[src/counter_timer_pkg.sv]
package counter_timer_pkg;

   // apb byte addresses
   localparam logic [7:0] ADDR_CHAN_WRITE = 8'h00;
   localparam logic [7:0] ADDR_CHAN_STATUS = 8'h04;
   localparam logic [7:0] ADDR_CHAN_SETTINGS = 8'h08;
   localparam logic [7:0] ADDR_INT_STATUS = 8'h0c;
   localparam logic [7:0] ADDR_INT_MASK = 8'h10;
   localparam logic [7:0] ADDR_INT_ACK = 8'h14;

   // channel control word bits
   localparam int CW_IE = 7;
   localparam int CW_COUNTER_MODE = 6;
   localparam int CW_PRESCALE_256 = 5;
   localparam int CW_RISING_EDGE = 4;
   localparam int CW_EXT_TRIGGER = 3;
   localparam int CW_TC_FOLLOWS = 2;
   localparam int CW_SW_RESET = 1;
   localparam int CW_CONTROL = 0;

   // vector word layout
   localparam int VEC_HI = 7;
   localparam int VEC_LO = 3;

   // prescaler terminal counts (divide by 16 or 256)
   localparam logic [7:0] PRESCALE_16_LAST = 8'h0f;
   localparam logic [7:0] PRESCALE_256_LAST = 8'hff;

   // status register fields
   localparam int ST_COUNT_LO = 0;
   localparam int ST_COUNT_HI = 8;
   localparam int ST_TC_PENDING = 9;
   localparam int ST_STATE_LO = 10;
   localparam int ST_STATE_HI = 11;

   // settings register fields
   localparam int SET_CTRL_LO = 0;
   localparam int SET_TC_LO = 8;
   localparam int SET_VEC_LO = 16;

   // interrupt status bits
   localparam int INT_REQUEST = 0;
   localparam int INT_ZERO = 1;
   localparam int INT_BITS = 2;

   // state codes as seen by software
   localparam logic [1:0] CODE_IDLE = 2'h0;
   localparam logic [1:0] CODE_WAIT_TRIG = 2'h1;
   localparam logic [1:0] CODE_RUN = 2'h2;

   // reset values
   localparam logic [7:0] CTRL_RESET = 8'h00;
   localparam logic [7:0] TC_RESET = 8'h00;
   localparam logic [7:0] VEC_RESET = 8'h00;
   localparam logic [8:0] COUNT_ONE = 9'h001;

   typedef enum logic [1:0] {
      st_idle,
      st_wait_trig,
      st_run
   } chan_state_type;

endpackage : counter_timer_pkg

[src/trigger_edge_sync.sv]
`timescale 1ns/1ps
`default_nettype none

module trigger_edge_sync (
   // clock and reset
   input wire logic pclk,
   input wire logic presetn,
   // raw pin
   input wire logic pin_in,
   // edge pulses, one cycle each
   output logic rise_pulse,
   output logic fall_pulse
);

   logic meta_reg;
   logic sync_reg;
   logic last_reg;

   // meta_reg is read only by sync_reg
   always_ff @(posedge pclk or negedge presetn) begin
      if (!presetn) begin
         meta_reg <= 1'b0;
         sync_reg <= 1'b0;
         last_reg <= 1'b0;
      end else begin
         meta_reg <= pin_in;
         sync_reg <= meta_reg;
         last_reg <= sync_reg;
      end
   end

   assign rise_pulse = sync_reg & ~last_reg;
   assign fall_pulse = ~sync_reg & last_reg;

endmodule : trigger_edge_sync

`default_nettype wire

[src/counter_timer_block.sv]
`timescale 1ns/1ps
`default_nettype none

module counter_timer_block #(
   parameter logic [1:0] CHANNEL_ID = 2'h0
) (
   // apb clock and reset
   input wire logic pclk,
   input wire logic presetn,
   // apb slave
   input wire logic psel,
   input wire logic penable,
   input wire logic pwrite,
   input wire logic [7:0] paddr,
   input wire logic [31:0] pwdata,
   output logic [31:0] prdata,
   output logic pready,
   output logic pslverr,
   // pin
   input wire logic count_trigger_input,
   // interrupt
   output logic irq
);

   logic pready_reg;
   logic pslverr_reg;
   logic [31:0] prdata_reg;
   logic irq_reg;

   logic [7:0] control_reg;
   logic [7:0] tc_reg;
   logic [7:0] vector_reg;
   logic tc_pending_reg;

   counter_timer_pkg::chan_state_type state_reg;
   logic [8:0] count_reg;
   logic [7:0] prescale_reg;

   logic [counter_timer_pkg::INT_BITS-1:0] int_status_reg;
   logic [counter_timer_pkg::INT_BITS-1:0] int_mask_reg;
   logic [counter_timer_pkg::INT_BITS-1:0] int_status_next;

   logic rise_pulse;
   logic fall_pulse;
   logic active_edge;
   logic access;
   logic wr_en;
   logic rd_en;
   logic byte_wr;
   logic take_tc;
   logic take_ctrl;
   logic take_vec;
   logic [7:0] wbyte;
   logic [8:0] load_value;
   logic [7:0] prescale_last;
   logic prescale_tick;
   logic count_tick;
   logic zero_now;
   logic start_now;
   logic ack_read;
   logic mapped;
   logic [1:0] state_code;
   logic [31:0] rdata_mux;
   logic [counter_timer_pkg::INT_BITS-1:0] int_set;
   logic [counter_timer_pkg::INT_BITS-1:0] int_clr;

   trigger_edge_sync u_sync (
      .pclk(pclk),
      .presetn(presetn),
      .pin_in(count_trigger_input),
      .rise_pulse(rise_pulse),
      .fall_pulse(fall_pulse)
   );

   // active edge of the pin
   assign active_edge = control_reg[counter_timer_pkg::CW_RISING_EDGE] ?
                        rise_pulse : fall_pulse;

   // apb decode; effects land at the edge where pready is seen high
   assign access = psel & penable;
   assign wr_en = access & pready_reg & pwrite;
   assign rd_en = access & pready_reg & ~pwrite;
   assign wbyte = pwdata[7:0];
   assign byte_wr = wr_en && (paddr == counter_timer_pkg::ADDR_CHAN_WRITE);

   // byte dispatch: a pending time constant takes any byte value
   assign take_tc = byte_wr & tc_pending_reg;
   assign take_ctrl = byte_wr & ~tc_pending_reg &
                      wbyte[counter_timer_pkg::CW_CONTROL];
   assign take_vec = byte_wr & ~tc_pending_reg &
                     ~wbyte[counter_timer_pkg::CW_CONTROL];

   assign ack_read = rd_en && (paddr == counter_timer_pkg::ADDR_INT_ACK);

   // zero written means a full 256 count
   assign load_value = {(tc_reg == 8'h00), tc_reg};

   // prescaler
   assign prescale_last = control_reg[counter_timer_pkg::CW_PRESCALE_256] ?
                          counter_timer_pkg::PRESCALE_256_LAST :
                          counter_timer_pkg::PRESCALE_16_LAST;
   assign prescale_tick = (prescale_reg == prescale_last);

   assign count_tick = control_reg[counter_timer_pkg::CW_COUNTER_MODE] ?
                       active_edge : prescale_tick;

   assign zero_now = (state_reg == counter_timer_pkg::st_run) && count_tick &&
                     (count_reg == counter_timer_pkg::COUNT_ONE);

   // a fresh time constant restarts only a stopped channel
   assign start_now = take_tc && (state_reg == counter_timer_pkg::st_idle);

   // control, time constant and vector storage
   always_ff @(posedge pclk or negedge presetn) begin
      if (!presetn) begin
         control_reg <= counter_timer_pkg::CTRL_RESET;
      end else if (take_ctrl) begin
         // ie may flip at any time, count keeps running
         control_reg <= wbyte;
      end
   end

   always_ff @(posedge pclk or negedge presetn) begin
      if (!presetn) begin
         tc_reg <= counter_timer_pkg::TC_RESET;
      end else if (take_tc) begin
         // a constant written while running only changes the reload
         tc_reg <= wbyte;
      end
   end

   always_ff @(posedge pclk or negedge presetn) begin
      if (!presetn) begin
         vector_reg <= counter_timer_pkg::VEC_RESET;
      end else if (take_vec) begin
         vector_reg <= wbyte;
      end
   end

   // the byte after a control word with bit 2 set is the constant
   always_ff @(posedge pclk or negedge presetn) begin
      if (!presetn) begin
         tc_pending_reg <= 1'b0;
      end else if (take_ctrl) begin
         tc_pending_reg <= wbyte[counter_timer_pkg::CW_TC_FOLLOWS];
      end else if (take_tc) begin
         tc_pending_reg <= 1'b0;
      end
   end

   // channel state and down-counter
   always_ff @(posedge pclk or negedge presetn) begin
      if (!presetn) begin
         state_reg <= counter_timer_pkg::st_idle;
         count_reg <= counter_timer_pkg::COUNT_ONE;
      end else if (take_ctrl && wbyte[counter_timer_pkg::CW_SW_RESET]) begin
         state_reg <= counter_timer_pkg::st_idle;
      end else begin
         case (state_reg)
            counter_timer_pkg::st_idle: begin
               // nothing counts before a time constant arrives
               if (start_now) begin
                  count_reg <= {(wbyte == 8'h00), wbyte};
                  if (!control_reg[counter_timer_pkg::CW_COUNTER_MODE] &&
                      control_reg[counter_timer_pkg::CW_EXT_TRIGGER]) begin
                     state_reg <= counter_timer_pkg::st_wait_trig;
                  end else begin
                     state_reg <= counter_timer_pkg::st_run;
                  end
               end
            end
            counter_timer_pkg::st_wait_trig: begin
               if (active_edge) begin
                  state_reg <= counter_timer_pkg::st_run;
               end
            end
            counter_timer_pkg::st_run: begin
               if (zero_now) begin
                  // reload picks up a constant rewritten while running
                  count_reg <= load_value;
               end else if (count_tick) begin
                  count_reg <= count_reg - counter_timer_pkg::COUNT_ONE;
               end
            end
            default: begin
               state_reg <= counter_timer_pkg::st_idle;
            end
         endcase
      end
   end

   // prescaler runs only while timing, restarts on every start
   always_ff @(posedge pclk or negedge presetn) begin
      if (!presetn) begin
         prescale_reg <= 8'h00;
      end else if (state_reg != counter_timer_pkg::st_run ||
                   control_reg[counter_timer_pkg::CW_COUNTER_MODE]) begin
         prescale_reg <= 8'h00;
      end else if (prescale_tick) begin
         prescale_reg <= 8'h00;
      end else begin
         prescale_reg <= prescale_reg + 8'h01;
      end
   end

   // interrupt events; a set in the clearing cycle wins
   always_comb begin
      int_set = '0;
      int_clr = '0;
      int_set[counter_timer_pkg::INT_ZERO] = zero_now;
      int_set[counter_timer_pkg::INT_REQUEST] =
         zero_now & control_reg[counter_timer_pkg::CW_IE];
      if (wr_en && paddr == counter_timer_pkg::ADDR_INT_STATUS) begin
         int_clr = pwdata[counter_timer_pkg::INT_BITS-1:0];
      end
      // acknowledging the channel retires its request
      if (ack_read) begin
         int_clr[counter_timer_pkg::INT_REQUEST] = 1'b1;
      end
      int_status_next = (int_status_reg & ~int_clr) | int_set;
   end

   always_ff @(posedge pclk or negedge presetn) begin
      if (!presetn) begin
         int_status_reg <= '0;
      end else begin
         int_status_reg <= int_status_next;
      end
   end

   always_ff @(posedge pclk or negedge presetn) begin
      if (!presetn) begin
         int_mask_reg <= '0;
      end else if (wr_en && paddr == counter_timer_pkg::ADDR_INT_MASK) begin
         int_mask_reg <= pwdata[counter_timer_pkg::INT_BITS-1:0];
      end
   end

   // registered from the next status, so it moves at the same edge as the status bit, glitch free
   always_ff @(posedge pclk or negedge presetn) begin
      if (!presetn) begin
         irq_reg <= 1'b0;
      end else begin
         irq_reg <= |(int_status_next & int_mask_reg);
      end
   end

   // read path
   always_comb begin
      case (state_reg)
         counter_timer_pkg::st_wait_trig: state_code =
            counter_timer_pkg::CODE_WAIT_TRIG;
         counter_timer_pkg::st_run: state_code = counter_timer_pkg::CODE_RUN;
         default: state_code = counter_timer_pkg::CODE_IDLE;
      endcase
   end

   always_comb begin
      rdata_mux = 32'h0000_0000;
      mapped = 1'b1;
      case (paddr)
         counter_timer_pkg::ADDR_CHAN_WRITE: begin
            rdata_mux = 32'h0000_0000;
         end
         counter_timer_pkg::ADDR_CHAN_STATUS: begin
            rdata_mux[counter_timer_pkg::ST_COUNT_HI:
                      counter_timer_pkg::ST_COUNT_LO] = count_reg;
            rdata_mux[counter_timer_pkg::ST_TC_PENDING] = tc_pending_reg;
            rdata_mux[counter_timer_pkg::ST_STATE_HI:
                      counter_timer_pkg::ST_STATE_LO] = state_code;
         end
         counter_timer_pkg::ADDR_CHAN_SETTINGS: begin
            rdata_mux[counter_timer_pkg::SET_CTRL_LO +: 8] = control_reg;
            rdata_mux[counter_timer_pkg::SET_TC_LO +: 8] = tc_reg;
            rdata_mux[counter_timer_pkg::SET_VEC_LO +: 8] = vector_reg;
         end
         counter_timer_pkg::ADDR_INT_STATUS: begin
            rdata_mux[counter_timer_pkg::INT_BITS-1:0] = int_status_reg;
         end
         counter_timer_pkg::ADDR_INT_MASK: begin
            rdata_mux[counter_timer_pkg::INT_BITS-1:0] = int_mask_reg;
         end
         counter_timer_pkg::ADDR_INT_ACK: begin
            // channel identity fills bits 2..1, bit 0 stays clear
            rdata_mux[7:0] = {vector_reg[counter_timer_pkg::VEC_HI:
                                         counter_timer_pkg::VEC_LO],
                              CHANNEL_ID, 1'b0};
         end
         default: begin
            mapped = 1'b0;
         end
      endcase
   end

   // apb answer: one wait state, pready high in the second access cycle
   always_ff @(posedge pclk or negedge presetn) begin
      if (!presetn) begin
         pready_reg <= 1'b0;
      end else begin
         pready_reg <= access & ~pready_reg;
      end
   end

   // an unmapped address is refused together with pready
   always_ff @(posedge pclk or negedge presetn) begin
      if (!presetn) begin
         pslverr_reg <= 1'b0;
      end else begin
         pslverr_reg <= access & ~pready_reg & ~mapped;
      end
   end

   // captured in the wait cycle, a write leaves zero behind
   always_ff @(posedge pclk or negedge presetn) begin
      if (!presetn) begin
         prdata_reg <= 32'h0000_0000;
      end else if (access && !pready_reg) begin
         prdata_reg <= pwrite ? 32'h0000_0000 : rdata_mux;
      end
   end

   assign prdata = prdata_reg;
   assign pready = pready_reg;
   assign pslverr = pslverr_reg;
   assign irq = irq_reg;

endmodule : counter_timer_block

`default_nettype wire

[config.mk]
export PLATFORM = sky130hd
export DESIGN_NAME = counter_timer_block
export DESIGN_NICKNAME = d
export VERILOG_FILES = /design/src/counter_timer_pkg.sv /design/src/trigger_edge_sync.sv /design/src/counter_timer_block.sv
export SDC_FILE = /design/constraint.sdc
export NUM_CORES = 1
export LEC_CHECK = 0
export ABC_AREA = 1
export BUFFER_PORTS_ARGS = -buffer_cell sky130_fd_sc_hd__buf_2
export CAP_MARGIN = 40
export CORE_ASPECT_RATIO = 2
export CORE_MARGIN = 5
export CORE_UTILIZATION = 50
export DETAILED_ROUTE_END_ITERATION = 7
export PLACE_DENSITY = 0.78
export SYNTH_ARGS = -nofsm -noshare
export SYNTH_HDL_FRONTEND = slang
export SYNTH_HIERARCHICAL = 1
export SYNTH_SLANG_ARGS = --single-unit
[constraint.sdc]
create_clock -name pclk -period 1.8 [get_ports pclk]
set_input_delay 0.18 -clock pclk [delete_from_list [all_inputs] [get_ports pclk]]
set_output_delay 0.18 -clock pclk [all_outputs]
set_load 0.05 [all_outputs]
* After elaboration in Yosys (flattened, before gate mapping)
Index checks and enable logic that the tools add are counted.
Widths: inputs -> output; s select.
** Operators by class
- Bitwise logic cells :: 25
- Shifts and indexed selects :: 0
- Add/sub/neg operators :: 2
- Muxes and demuxes :: 25
- Multipliers :: 0
- $lt $le $gt $ge :: 0
- Eq/ne operators :: 15
- Reductions and logical operators :: 23
- Divide/modulo/power cells :: 0
** Operators with widths (number)
- $mux 9 :: 3
- $logic_not 8->1 :: 3
- $mux 24 :: 1
- $mux 8 :: 3
- $pmux 6 s3 :: 1
- $pmux 9 s2 :: 1
- $eq 8x4->1 const B :: 2
- $eq 8x5->1 const B :: 2
- $and 1x1->1 :: 13
- $mux 12 :: 1
- $logic_and 1x1->1 :: 10
- $mux 2 :: 5
- $eq 9x1->1 const B :: 1
- $sub 9x1->9 const B :: 1
- $add 8x1->8 const B :: 1
- $eq 8x3->1 const B :: 1
- $eq 8x8->1 :: 1
- $not 1->1 :: 8
- $pmux 2 s4 :: 1
- $pmux 4 s2 :: 1
- $mux 1 :: 6
- $ne 3x3->1 const B :: 2
- $pmux 2 s3 :: 1
- $reduce_or 6->1 :: 1
- 16 further kinds :: 20
** Storage, ports and cells
- Flip-flop bits (word level) :: 86
- Bits in writable memories :: 0
- Logic and storage cells :: 106
- Bits of input ports :: 46
- Memories :: 0
- Output and inout bits :: 35
- Latch bits :: 0
- Memory bits (read-only) :: 0

* Depth between registers and ports, before layout
Gate-level depths: netlist of the first run.
- Depth after elaboration :: 11
- Depth in mapped cells :: 14
- Gate-level depth less buffers :: 12

* Cells and area by module
The synthesis of the first run kept the hierarchy.
** By module, submodules not included
- counter_timer_block :: cells an instance 481, sequential area each 1878.1 µm², area an instance 3971.3 µm², instances 1
- trigger_edge_sync :: cells an instance 7, sequential area each 75.1 µm², area an instance 90.1 µm², instances 1

* Worst setup path after synthesis of the first run
Ideal clock, no wire load.
- Kind :: reg-to-reg
- Start point :: reg pready_reg, in the netlist pready
- End point :: reg count_reg[2]
- Data required time :: 1684 ps
- Library setup time :: 116 ps
- Setup slack :: -197 ps
- Cell stages (with the launch flop) :: 10
- Path buffers :: 1
- Data arrival time :: 1882 ps
- Cells stage by stage :: dfrtp_1 -> nand3_1 -> nor2_4 -> nand4_2 -> nor2_4 -> nor2_8 -> and2_4 -> buf_8 -> nor2_2 -> nor2_1
** Between the ends
- Word-level cells in the longest chain between the ends :: 8
** Ends and longest elaborated chain
- start, declared :: line counter_timer_block.sv:25 : logic pready_reg;
- start signal, assigned :: line counter_timer_block.sv:300 : pready_reg <= access & ~pready_reg;
- $and 1x1->1 * (2 in a row) :: line counter_timer_block.sv:81 : assign wr_en = access & pready_reg & pwrite;
- $logic_and 1x1->1 * :: line counter_timer_block.sv:84 : assign byte_wr = wr_en && (paddr == counter_timer_pkg::ADDR_CHAN_WRITE);
- $and 1x1->1 (2 in a row) :: line counter_timer_block.sv:88 : assign take_ctrl = byte_wr & ~tc_pending_reg &
- $logic_and 1x1->1 :: line counter_timer_block.sv:156 : end else if (take_ctrl && wbyte[counter_timer_pkg::CW_SW_RESET]) begin
- $not 1->1 (no source line)
- $reduce_and 4->1 (no source line) *
- end signal, assigned :: line counter_timer_block.sv:155 : count_reg <= counter_timer_pkg::COUNT_ONE;
- end signal, assigned :: line counter_timer_block.sv:163 : count_reg <= {(wbyte == 8'h00), wbyte};
- end signal, assigned :: line counter_timer_block.sv:180 : count_reg <= load_value;
- end, declared :: line counter_timer_block.sv:36 : logic [8:0] count_reg;
Every way passes the cells marked *; elsewhere a longest branch is shown, timed or not.
A chain may end at the register's enable or synchronous reset.

* Final worst setup path of the first run
- Start point :: reg count_reg[0]
- End point :: reg count_reg[7]
** Between the ends
- Word-level cells in the longest chain between the ends :: 4
** Ends and longest elaborated chain (line)
- $sub 9x1->9 / $eq 9x1->1 (equally long branches) :: counter_timer_block.sv:182, counter_timer_block.sv:108
- $mux 9 / $logic_and 1x1->1 (equally long branches) :: counter_timer_block.sv:181, counter_timer_block.sv:107
- $mux 9 / $ne 3x3->1 (equally long branches)
- $pmux 9 s2 / $reduce_and 4->1 (equally long branches)
Several ways; a longest one is shown, not always the timed one. The select of a mux whose other input is x is not followed.

==> results of run 1 <==
==> where the power goes <==
part / leakage (nW) / switching, mW / total [mW] / internal [mW]
logic: 1.40 / 0.875 / 1.39 / 0.511
registers: 0.978 / 0.109 / 1.99 / 1.88
clock network: 0.136 / 0.811 / 1.78 / 0.965
total: 2.52 / 1.79 / 5.15 / 3.35
==> layer usage <==
metal	share of wire, %	global-route usage, %	vias to the layer above	wire [um]
li1	-	-	1708	-
met1	34	22.24	1725	3700
met2	55	41.16	127	5985
met3	4.7	3.287	38	505
met4	5.7	14.92	0	618
met5	0	0	-	0
==> synth_stat cells (all sizes together), types with 5 or more instances <==
cell type / n / area, um2
nor3: 6 / 35.03
nand3: 30 / 162.7
nor4: 5 / 37.53
xor2: 8 / 70.07
inv: 58 / 217.7
a21oi: 7 / 35.03
buf: 13 / 97.58
o21ai: 31 / 155.2
mux2: 6 / 67.56
nand2: 117 / 461.7
a32o: 12 / 120.1
nand4: 14 / 93.84
clkbuf: 9 / 33.78
nor2: 73 / 350.3
dfrtp: 77 / 1927
==> layout by cell type (no fill, tap or decap), drive strengths merged, types with 2 or more instances in the layout <==
cell type,Yosys,routed
nand2,117,117
dfrtp,77,77
nor2,73,73
buf,13,72
inv,58,62
o21ai,31,31
nand3,30,30
nand4,14,14
a32o,12,12
clkbuf,9,9
xor2,8,8
conb,1,8
a21oi,7,7
mux2,6,6
nor3,6,6
nor4,5,5
xnor2,3,3
o22ai,3,3
a22o,3,3
ha,3,3
clkinvlp,0,2
dlygate4sd3,0,2
or2,2,2
and2,2,2
==> worst max-delay path, cell delays in order (launching register included) <==
cell and delay (ns):
dfstp_2 0.57, ha_4 0.16, nand3_4 0.08, nor3_4 0.20, nand3_2 0.12, buf_6 0.14, nand2_1 0.09, inv_1 0.05
nor2_1 0.09, nor2_1 0.04, nor2_1 0.08
==> layout make-up <==
cell class | count | area [um2] | share of cell area (%)
tap | 96 | 120.1 | 2.448
clock inverter | 7 | 63.81 | 1.301
sequential | 78 | 1954 | 39.84
inverter | 58 | 217.7 | 4.438
clock buffer | 9 | 225.2 | 4.591
timing repair buffer | 74 | 462.9 | 9.436
multi-input combinational | 337 | 1862 | 37.95
==> cell families after synthesis <==
family / Yosys count
compound gates: 59
simple gates: 250
flops: 78
mux: 6
xor+xnor: 11
fa+ha+maj: 3
buf+inv: 80
other cells: 1
==> per-stage QoR <==
stage | power, mW | cells | worst slack (ns)
3_5_place_dp | 3.296 | 639 | 0.01023
3_3_place_gp | 3.267 | 639 | 0.03199
4_1_cts | 5.074 | 657 | 0.007663
2_1_floorplan | 2.929 | 495 | 0.01234
5_1_grt | 5.397 | 659 | -0.03130
6_report | 5.147 | 659 | 0.1040
==> timing repair <==
item,in CTS,in global routing
endpoints found under the hold margin,30,0
hold buffers,2,0
buffers inserted,0,2
endpoints found under the setup margin,3,16
pin swaps,0,5
resized for setup,1,16
==> worst min-delay path by stage <==
stage	cells after the start	start	endpoint
finish	3	pwdata[3]	control_reg[3]
global route	3	pwdata[6]	tc_reg[6]
CTS	3	pwdata[3]	control_reg[3]
detailed placement	1	presetn	u_sync/meta_reg
global placement	1	presetn	u_sync/meta_reg
floorplan	0	presetn	control_reg[0]
==> impl_results.md, run 1 <==
- Adder-cell area share of the yosys netlist: 0.9242%
- RePlAce Congestion: 0.9486
- Antenna Nets Post-Route: 0
- Num ports: 81
- Final Hold Viols: 0
- MaxCap Viol Count: 0
- Via/cell ratio: 5.460
- Synthesis Warnings: 6
- Worst path arrival time: 1.98 ns
- CP endpoint kind: flip-flop
- Residual DRC count: 0
- Initial DRC count: 287
- Top FF cell, synth: dfrtp_1
- Full die area: 0.01013 mm2
- Setup TNS: 0 ns
- Cell area after layout: 0.004906 mm2
- Vias in the first global route: 3,571
- Worst-path clk slew: 0.07 ns
- Max FFs per register: 24
- Worst-margin pin slew: 0.7477 ns
- Mean Syn Cell Area: 8.323 um2
- Seq/Total Area, Yosys: 48.09%
- Slew Limit Headroom: 49.69%
- Synth unique cells: 41
- Fin Hold WS: 0.1171 ns
- WL per Instance: 16.40 um
- Largest family of logic cells by synthesized area: simple AND/OR/NAND/NOR gates
- Pleak: 2.519 nW
- CTS tree: built
- IO Port Bufs: 48
- Vias: 3,598
- RSZ-0062 raised after global routing: yes
- Diode count: 0
- Compound-Gate Fraction of Synth Area: 9.304%
- Status: completed
- Layout net count: 607
- DP HPWL: 8.277 mm
- Die height: 137.5 um
- Async S/R FF share, synth: 100.0%
- WL final: 10.81 mm
- Max clock buf depth: 2
- Initial Util: 51.13%
- Post-Synthesis Cell Area: 0.004061 mm2
- Post-Synth XOR/XNOR Area: 2.372%
- Final setup fails: 0
- Core Util, Final: 61.77%
- Final slew viol count: 0
- Layout cells sized above 1: 24.69%
- FF-to-FF End: count_reg[7]
- Core Region: 0.007943 mm2
- Die Width: 73.73 um
- DR pass1 iterations: 5
- Row cnt: 46
- Fillers: 691
- R2R cell count: 10
- CTS Root Cell: clkbuf_16
- All-Layer GR Usage: 22.40%
- Crit path kind: reg -> reg
- CTS buffer count: 9
- Crit start category: flip-flop
- CP endpoint: count_reg[7]
- Fmax: 0.5896 GHz
- Worst reg2reg startpoint: count_reg[0]
- Synth Instances: 488
- Power Density: 1049 mW/mm2
- Post-synth EDFFs: 0
- Period utilization: 94.22%
- Origin of the worst setup path: count_reg[0]
- Register bit total from synthesis: 78
- CTS sink cnt: 78
- Antenna violations before repair: 0
- Global-route wire length before repair: 16.89 mm
- Dpl cell area: 0.004512 mm2
- Global route total overflow: 0
- H-Tree Depth: 3
- Worst-path maximum fanout: 5
- Minimum clock period: 1.696 ns
- P&R area growth vs syn: 20.79%
- Hold Path Class: in -> reg
- Req. time, crit path: 2.08 ns
- Largest net degree at the start of global routing: 50
- Multiplexer share of the synthesized area: 1.664%
- Clk Latency, worst-skew pair: 0.35 ns
- Worst Skew: 0.007466 ns
- R2r setup slk: 0.10 ns
- VDD IR max: 0.0008495 V
- Simple-gate share of the synthesized area: 28.96%
No activity file was read; power rests on OpenSTA's default activity.
==> inputs of run 2 (changes only) <==
--- a/config.mk
+++ b/config.mk
@@ -13,7 +13,7 @@
 export CORE_UTILIZATION = 50
 export DETAILED_ROUTE_END_ITERATION = 7
 export PLACE_DENSITY = 0.78
+export REMOVE_ABC_BUFFERS = 1
 export SYNTH_ARGS = -nofsm -noshare
 export SYNTH_HDL_FRONTEND = slang
-export SYNTH_HIERARCHICAL = 1
 export SYNTH_SLANG_ARGS = --single-unit
==> impl_results.md, run 2 <==
- PnR worst setup slack: 0.04614 ns (was 0.1040 ns)
- Status: completed (unchanged)
- Antenna violations before repair: 0 (unchanged)
- Synth Instances: 488 (unchanged)
- P&R area growth vs syn: 22.93% (was 20.79%)
- DP HPWL: 8.525 mm (was 8.277 mm)
- Crit start category: flip-flop (unchanged)
- Cell area after layout: 0.004990 mm2 (was 0.004906 mm2)
- Diode count: 0 (unchanged)
- Global route total overflow: 0 (unchanged)
- H-Tree Depth: 3 (unchanged)
- IO Port Bufs: 48 (unchanged)
- Final slew viol count: 0 (unchanged)
- CTS buffer count: 9 (unchanged)
- Post-Synthesis Cell Area: 0.004059 mm2 (was 0.004061 mm2)
- Layout cells sized above 1: 25.79% (was 24.69%)
- Final setup fails: 0 (unchanged)
- Dpl cell area: 0.004543 mm2 (was 0.004512 mm2)
- Worst path arrival time: 2.03 ns (was 1.98 ns)
- Initial Util: 51.10% (was 51.13%)
- CTS sink cnt: 78 (unchanged)
- Cell repeated most along the worst path: nor2_1 (unchanged)
- Req. time, crit path: 2.08 ns (about the same)
- Global-route wire length before repair: 17.57 mm (was 16.89 mm)
- Synth unique cells: 43 (was 41)
- Hold Path Class: in -> reg (unchanged)
- Mean Syn Cell Area: 8.317 um2 (was 8.323 um2)
- Seq/Total Area, Yosys: 48.12% (was 48.09%)
- WL final: 11.42 mm (was 10.81 mm)
- CTS Root Cell: clkbuf_16 (unchanged)
- Synth top cells by count: nand2_1, dfrtp_1, nor2_1 (unchanged)
- DR pass1 iterations: 5 (unchanged)
- Fmax: 0.5702 GHz (was 0.5896 GHz)
- Worst path slowest cell: dfstp_2 (unchanged)
- Combinational power share: 29.9% (was 26.9%)
- WL per Instance: 17.15 um (was 16.40 um)
- Die Width: 73.71 um (was 73.73 um)
- Max FFs per register: 24 (unchanged)
- Worst-path maximum fanout: 5 (unchanged)
- Pleak: 2.566 nW (was 2.519 nW)
- Worst Skew: 0.006938 ns (was 0.007466 ns)
- P_int: 3.418 mW (was 3.352 mW)
- CTS tree: built (unchanged)
- RePlAce Congestion: 0.9773 (was 0.9486)
- Die height: 137.4 um (was 137.5 um)
- Via/cell ratio: 5.572 (was 5.460)
- Minimum clock period: 1.754 ns (was 1.696 ns)
- Full die area: 0.01013 mm2 (about the same)
- VDD IR max: 0.0006765 V (was 0.0008495 V)
- Sequential Power Share: 37.3% (was 38.6%)
- Cell with the most instances after synthesis: nand2_1 (unchanged)
- Worst path max stage delay: 0.55 ns (was 0.57 ns)
- Crit path kind: reg -> reg (unchanged)
- Core Region: 0.007943 mm2 (unchanged)
- Vias in the first global route: 3,636 (was 3,571)
- Residual DRC count: 0 (unchanged)
- Num ports: 81 (unchanged)
- Antenna Nets Post-Route: 0 (unchanged)
- Most common cell after layout, fill and taps aside: nand2_1 (unchanged)
- Synthesis Warnings: 0 (was 6)
- RSZ-0062 raised after global routing: yes (unchanged)
- CP endpoint kind: flip-flop (unchanged)
- MaxCap Viol Count: 0 (unchanged)
- Post-synth EDFFs: 0 (unchanged)
- Clk Latency, worst-skew pair: 0.34 ns (was 0.35 ns)
- Largest net degree at the start of global routing: 44 (was 50)
- Clock share of power: 32.8% (was 34.5%)
- Commonest cells after routing, fill and taps aside: nand2_1, dfrtp_1, nor2_1 (unchanged)
- Power Density: 1051 mW/mm2 (was 1049 mW/mm2)
- Initial DRC count: 317 (was 287)
- Fillers: 691 (unchanged)
- Layout net count: 614 (was 607)
- Synth top area share: 47.47% (was 47.44%)
- Top FF cell, synth: dfrtp_1 (unchanged)
- Worst-path clk slew: 0.06 ns (was 0.07 ns)
- Biggest area consumer among synthesized cells: dfrtp_1 (unchanged)
- Async S/R FF share, synth: 100.0% (unchanged)
- Synth top area cells: dfrtp_1, nand2_1, nor2_1 (unchanged)
- Net Sw Frac: 34.80% (was 34.87%)
- Period utilization: 97.44% (was 94.22%)
- Row cnt: 46 (unchanged)
- Final Hold Viols: 0 (unchanged)
- Vias: 3,711 (was 3,598)
- Pre-CTS WS: 0.01178 ns (was 0.01023 ns)
- Max clock buf depth: 2 (unchanged)
- Register bit total from synthesis: 78 (unchanged)
- Switching pwr: 1.824 mW (was 1.795 mW)
- All-Layer GR Usage: 23.43% (was 22.40%)
- CP cell instances: ha_4 -> nand3_4 -> nor3_4 -> nand3_4 -> clkbuf_16 -> nand2_2 -> inv_2 -> nor2_1 -> nor2_1 -> nor2_1 (was ha_4 -> nand3_4 -> nor3_4 -> nand3_2 -> buf_6 -> nand2_1 -> inv_1 -> nor2_1 -> nor2_1 -> nor2_1)
run 2: changes by cell type in the layout (fill, tap and decap cells not counted), sizes merged, moves of 2 or more:
cell	delta
buf	+4
clkinv	+2
nand3	-2
nand4	-3
nor2	+3
o2111ai	+2
run 2: cell families after synthesis:
family                     Yosys count  share of synthesized area, %
buffers and inverters               80                         8.785
adders and majority gates            3                        0.9249
AOI/OAI and AO/OA                   64                         10.33
other                                1                       0.09239
and+or+nand+nor                    246                         27.99
muxes                                5                         1.387
DFF                                 78                         48.12
xor gates and xnor gates            11                         2.374
run 2: path summary, 6_finish.rpt:
| path | from | end | slack, ns | cells past startpoint |
|---|---|---|---|---|
| max | count_reg[0] | count_reg[0] | 0.05 | 10 |
| min | penable | pready | 0.11 | 3 |
| max reg2reg | count_reg[0] | count_reg[0] | 0.05 | 10 |
| max in group asynchronous | presetn | count_reg[0] | 0.84 | 3 |
| min reg2reg | u_sync.meta_reg | u_sync.sync_reg | 0.35 | 0 |
| min in group asynchronous | presetn | u_sync.meta_reg | 0.33 | 2 |
run 2: area by class of cell:
| type | count | area [um2] | share of cell area [%] |
|---|---|---|---|
| Sequential cell | 78 | 1953 | 39.14 |
| Timing Repair Buffer | 79 | 523.0 | 10.48 |
| Multi-Input combinational cell | 338 | 1889 | 37.86 |
| Clock inverter | 7 | 55.05 | 1.103 |
| Inverter | 59 | 224.0 | 4.488 |
| Clock buffer | 9 | 225.2 | 4.514 |
| Tap cell | 96 | 120.1 | 2.407 |
run 2: power groups by stage:
stage	combinational [mW]	clock, mW	sequential, mW
finish	1.57	1.72	1.96
global route	1.71	1.84	1.97
CTS	1.43	1.76	1.95
detailed placement	1.42	0	1.98
global placement	1.39	0	1.97
floorplan	0.860	0	2.02
run 2: worst max-delay path: cells and delay by family (launching register included):
kind	cells	cell delay [ns]
fa+ha+maj	1	0.14
flops	1	0.55
simple gates	7	0.75
buf+inv	2	0.23
run 2: repair_timing:
| action | in CTS | in global routing |
|---|---|---|
| hold endpoints to repair | 36 | 0 |
| hold buffers | 2 | 0 |
| setup buffers | 0 | 1 |
| pin swaps | 0 | 22 |
| cloned | 0 | 2 |
| endpoints found under the setup margin | 1 | 10 |
| resized for setup | 1 | 26 |
run 2: per-stage QoR:
stage / utilization [%] / std cells / TNS (ns) / total power [mW] / hold WS, ns
6_report: 62.82 / 666 / 0 / 5.242 / 0.1070
5_1_grt: 62.82 / 666 / -0.3319 / 5.514 / 0.1281
4_1_cts: 61.04 / 663 / 0 / 5.132 / 0.09349
3_5_place_dp: 57.20 / 645 / 0 / 3.395 / 0.1651
3_3_place_gp: 57.20 / 645 / 0 / 3.368 / 0.1562
2_1_floorplan: - / 474 / -1.367 / 2.882 / -0.1156
run 2: metal layers:
| metal | global-route usage [%] | vias up | routed length (um) |
|---|---|---|---|
| met5 | 0 | - | 0 |
| met4 | 16.73 | 0 | 731 |
| met3 | 4.529 | 51 | 684 |
| met2 | 41.35 | 164 | 6183 |
| met1 | 23.64 | 1767 | 3819 |
| li1 | - | 1729 | - |
==> inputs of run 3 (changes only) <==
--- a/config.mk
+++ b/config.mk
@@ -13,7 +13,6 @@
 export CORE_UTILIZATION = 50
 export DETAILED_ROUTE_END_ITERATION = 7
 export PLACE_DENSITY = 0.78
-export REMOVE_ABC_BUFFERS = 1
 export SYNTH_ARGS = -nofsm -noshare
 export SYNTH_HDL_FRONTEND = slang
 export SYNTH_SLANG_ARGS = --single-unit
==> impl_results.md, run 3 (same netlist as run 2, synthesis figures left out) <==
- Status: completed (unchanged)
- Crit path kind: reg -> reg (unchanged)
- Clock share of power: 35.3% (was 32.8%)
- Vias in the first global route: 3,631 (was 3,636)
- Antenna Nets Post-Route: 0 (unchanged)
- Origin of the worst setup path: count_reg[0] (unchanged)
- Global route total overflow: 0 (unchanged)
- Seq. cell area: 0.001954 mm2 (was 0.001953 mm2)
- P_int: 3.503 mW (was 3.418 mW)
- Antenna violations before repair: 0 (unchanged)
- Fmax: 0.5802 GHz (was 0.5702 GHz)
- RePlAce Congestion: 0.9069 (was 0.9773)
- WL per Instance: 16.25 um (was 17.15 um)
- Via/cell ratio: 5.502 (was 5.572)
- Worst path max stage delay: 0.55 ns (about the same)
- Req. time, crit path: 2.06 ns (was 2.08 ns)
- Met2 Track Usage GR: 39.92% (was 41.35%)
- Vias: 3,631 (was 3,711)
- Hold Path Class: in -> reg (unchanged)
- Power Density: 1060 mW/mm2 (was 1051 mW/mm2)
- DP HPWL: 8.147 mm (was 8.525 mm)
- Crit start category: flip-flop (unchanged)
- CTS buffer count: 9 (unchanged)
- CTS Root Cell: clkbuf_16 (unchanged)
- Sequential Power Share: 38.1% (was 37.3%)
- Final setup fails: 0 (unchanged)
- Worst reg2reg startpoint: count_reg[0] (unchanged)
- RSZ-0062 raised after global routing: yes (unchanged)
- Residual DRC count: 0 (unchanged)
- Switching pwr: 1.666 mW (was 1.824 mW)
- Area of the multi-input gates: 0.001814 mm2 (was 0.001889 mm2)
- CTS tree: built (unchanged)
- Worst Skew: 0.006312 ns (was 0.006938 ns)
- CTS sink cnt: 78 (unchanged)
- Initial DRC count: 249 (was 317)
- IO Port Bufs: 48 (unchanged)
- Die Width: 73.71 um (unchanged)
- CP cell instances: ha_1 -> nand3_2 -> nor3_2 -> nand3_2 -> buf_4 -> nand2_1 -> inv_1 -> nor2_1 -> nor2_1 -> nor2_1 (was ha_4 -> nand3_4 -> nor3_4 -> nand3_4 -> clkbuf_16 -> nand2_2 -> inv_2 -> nor2_1 -> nor2_1 -> nor2_1)
- Num ports: 81 (unchanged)
- Layout net count: 608 (was 614)
- Commonest cells after routing, fill and taps aside: nand2_1, dfrtp_1, inv_1, nor2_1, buf_2 (was nand2_1, dfrtp_1, nor2_1)
- MaxCap Viol Count: 0 (unchanged)
- Fin Hold WS: 0.1214 ns (was 0.1070 ns)
- Most common cell after layout, fill and taps aside: nand2_1 (unchanged)
- Row cnt: 46 (unchanged)
- Pleak: 2.522 nW (was 2.566 nW)
- Worst-path clk slew: 0.06 ns (about the same)
- Net Sw Frac: 32.23% (was 34.80%)
- All-Layer GR Usage: 22.55% (was 23.43%)
- Fillers: 697 (was 691)
- VDD IR max: 0.0005775 V (was 0.0006765 V)
- Largest net degree at the start of global routing: 39 (was 44)
- Core Region: 0.007943 mm2 (unchanged)
- PnR worst setup slack: 0.07647 ns (was 0.04614 ns)
- Period utilization: 95.75% (was 97.44%)
- Core Util, Final: 61.36% (was 62.82%)
- P&R area growth vs syn: 20.07% (was 22.93%)
- Global-route wire length before repair: 17.44 mm (was 17.57 mm)
- Worst path slowest cell: dfstp_2 (unchanged)
- Full die area: 0.01013 mm2 (unchanged)
- GRT met1 Usage: 23.27% (was 23.64%)
- Met3 global-route usage: 4.602% (was 4.529%)
- Most Crowded Layer GR: met2 (unchanged)
- Worst path arrival time: 1.98 ns (was 2.03 ns)
- Initial Util: 51.10% (unchanged)
- H-Tree Depth: 3 (unchanged)
- Pre-CTS WS: 0.05190 ns (was 0.01178 ns)
- WL final: 10.73 mm (was 11.42 mm)
- DR pass1 iterations: 5 (unchanged)
- Cell repeated most along the worst path: nor2_1 (unchanged)
- Diode count: 0 (unchanged)
- Power Total: 5.168 mW (was 5.242 mW)
- Combinational power share: 26.6% (was 29.9%)
- Die height: 137.4 um (unchanged)
- Layout cells sized above 1: 23.05% (was 25.79%)
- Final Hold Viols: 0 (unchanged)
- Worst-path maximum fanout: 5 (unchanged)
- Max FFs per register: 24 (unchanged)
- CP endpoint kind: flip-flop (unchanged)
- Minimum clock period: 1.724 ns (was 1.754 ns)
- Clk Latency, worst-skew pair: 0.34 ns (about the same)
- Max clock buf depth: 2 (unchanged)
- Final slew viol count: 0 (unchanged)
- Hold Startpoint: penable (unchanged)
==> run 3: cell count changes in the layout (fill, tap and decap cells not counted), moves of 2 or more <==
| cell | previous run | this run |
|---|---|---|
| nand2_1 | 106 | 112 |
| nand2_4 | 4 | 2 |
| nand3_2 | 1 | 3 |
| buf_4 | 27 | 23 |
| nand2_2 | 7 | 3 |
| inv_1 | 53 | 56 |
| inv_2 | 4 | 1 |
| nand3_4 | 3 | 1 |
| ha_1 | 1 | 3 |
| inv_6 | 3 | 0 |
==> run 3: worst max-delay path, delay by kind of cell (launching register included) <==
family	cells	cell delay (ns)
and+or+nand+nor	7	0.70
DFF	1	0.55
buffers and inverters	2	0.21
adders and majority gates	1	0.17
==> run 3: power groups by stage <==
| stage | clock, mW | combinational [mW] | sequential, mW |
|---|---|---|---|
| global placement | 0 | 1.30 | 1.99 |
| global route | 1.91 | 1.53 | 1.98 |
| detailed placement | 0 | 1.32 | 2.00 |
| CTS | 1.83 | 1.34 | 1.97 |
| finish | 1.82 | 1.38 | 1.97 |
| floorplan | 0 | 0.936 | 2.02 |
==> run 3: stage by stage <==
stage | std cells | TNS, ns | cell area, um2
floorplan | 495 | 0 | 4100
global placement | 640 | 0 | 4508
detailed placement | 640 | 0 | 4508
CTS | 658 | 0 | 4830
global route | 660 | -0.1120 | 4873
finish | 660 | 0 | 4873
==> run 3: final cells by class <==
class	instances	area share (%)
clock inverters	5	1.207
well taps	96	2.465
clock buffers	11	4.981
flip-flops and latches	78	40.10
multi-input cells	337	37.23
inverters	59	4.596
repair buffers	74	9.422
==> run 3: per-layer routing <==
| metal | vias up | routed length, um |
|---|---|---|
| met3 | 46 | 558 |
| met4 | 0 | 646 |
| met1 | 1739 | 3725 |
| met5 | - | 0 |
| met2 | 137 | 5794 |
| li1 | 1709 | - |
==> run 3: final timing paths <==
path	endpoint	slack, ns	depth (start not counted)
setup / recovery	count_reg[1]	0.08	10
hold / removal	pready	0.12	3
setup reg to reg	count_reg[1]	0.08	10
hold reg to reg	u_sync.sync_reg	0.35	0
max in group asynchronous	pready	0.87	3
min in group asynchronous	prescale_reg[7]	0.35	2
==> run 3: repair_timing <==
action / in CTS / in global routing
setup buffers: 0 / 2
setup endpoints to repair: 0 / 14
endpoints found under the hold margin: 36 / 0
gates resized for setup: 0 / 8
hold buffers: 2 / 0
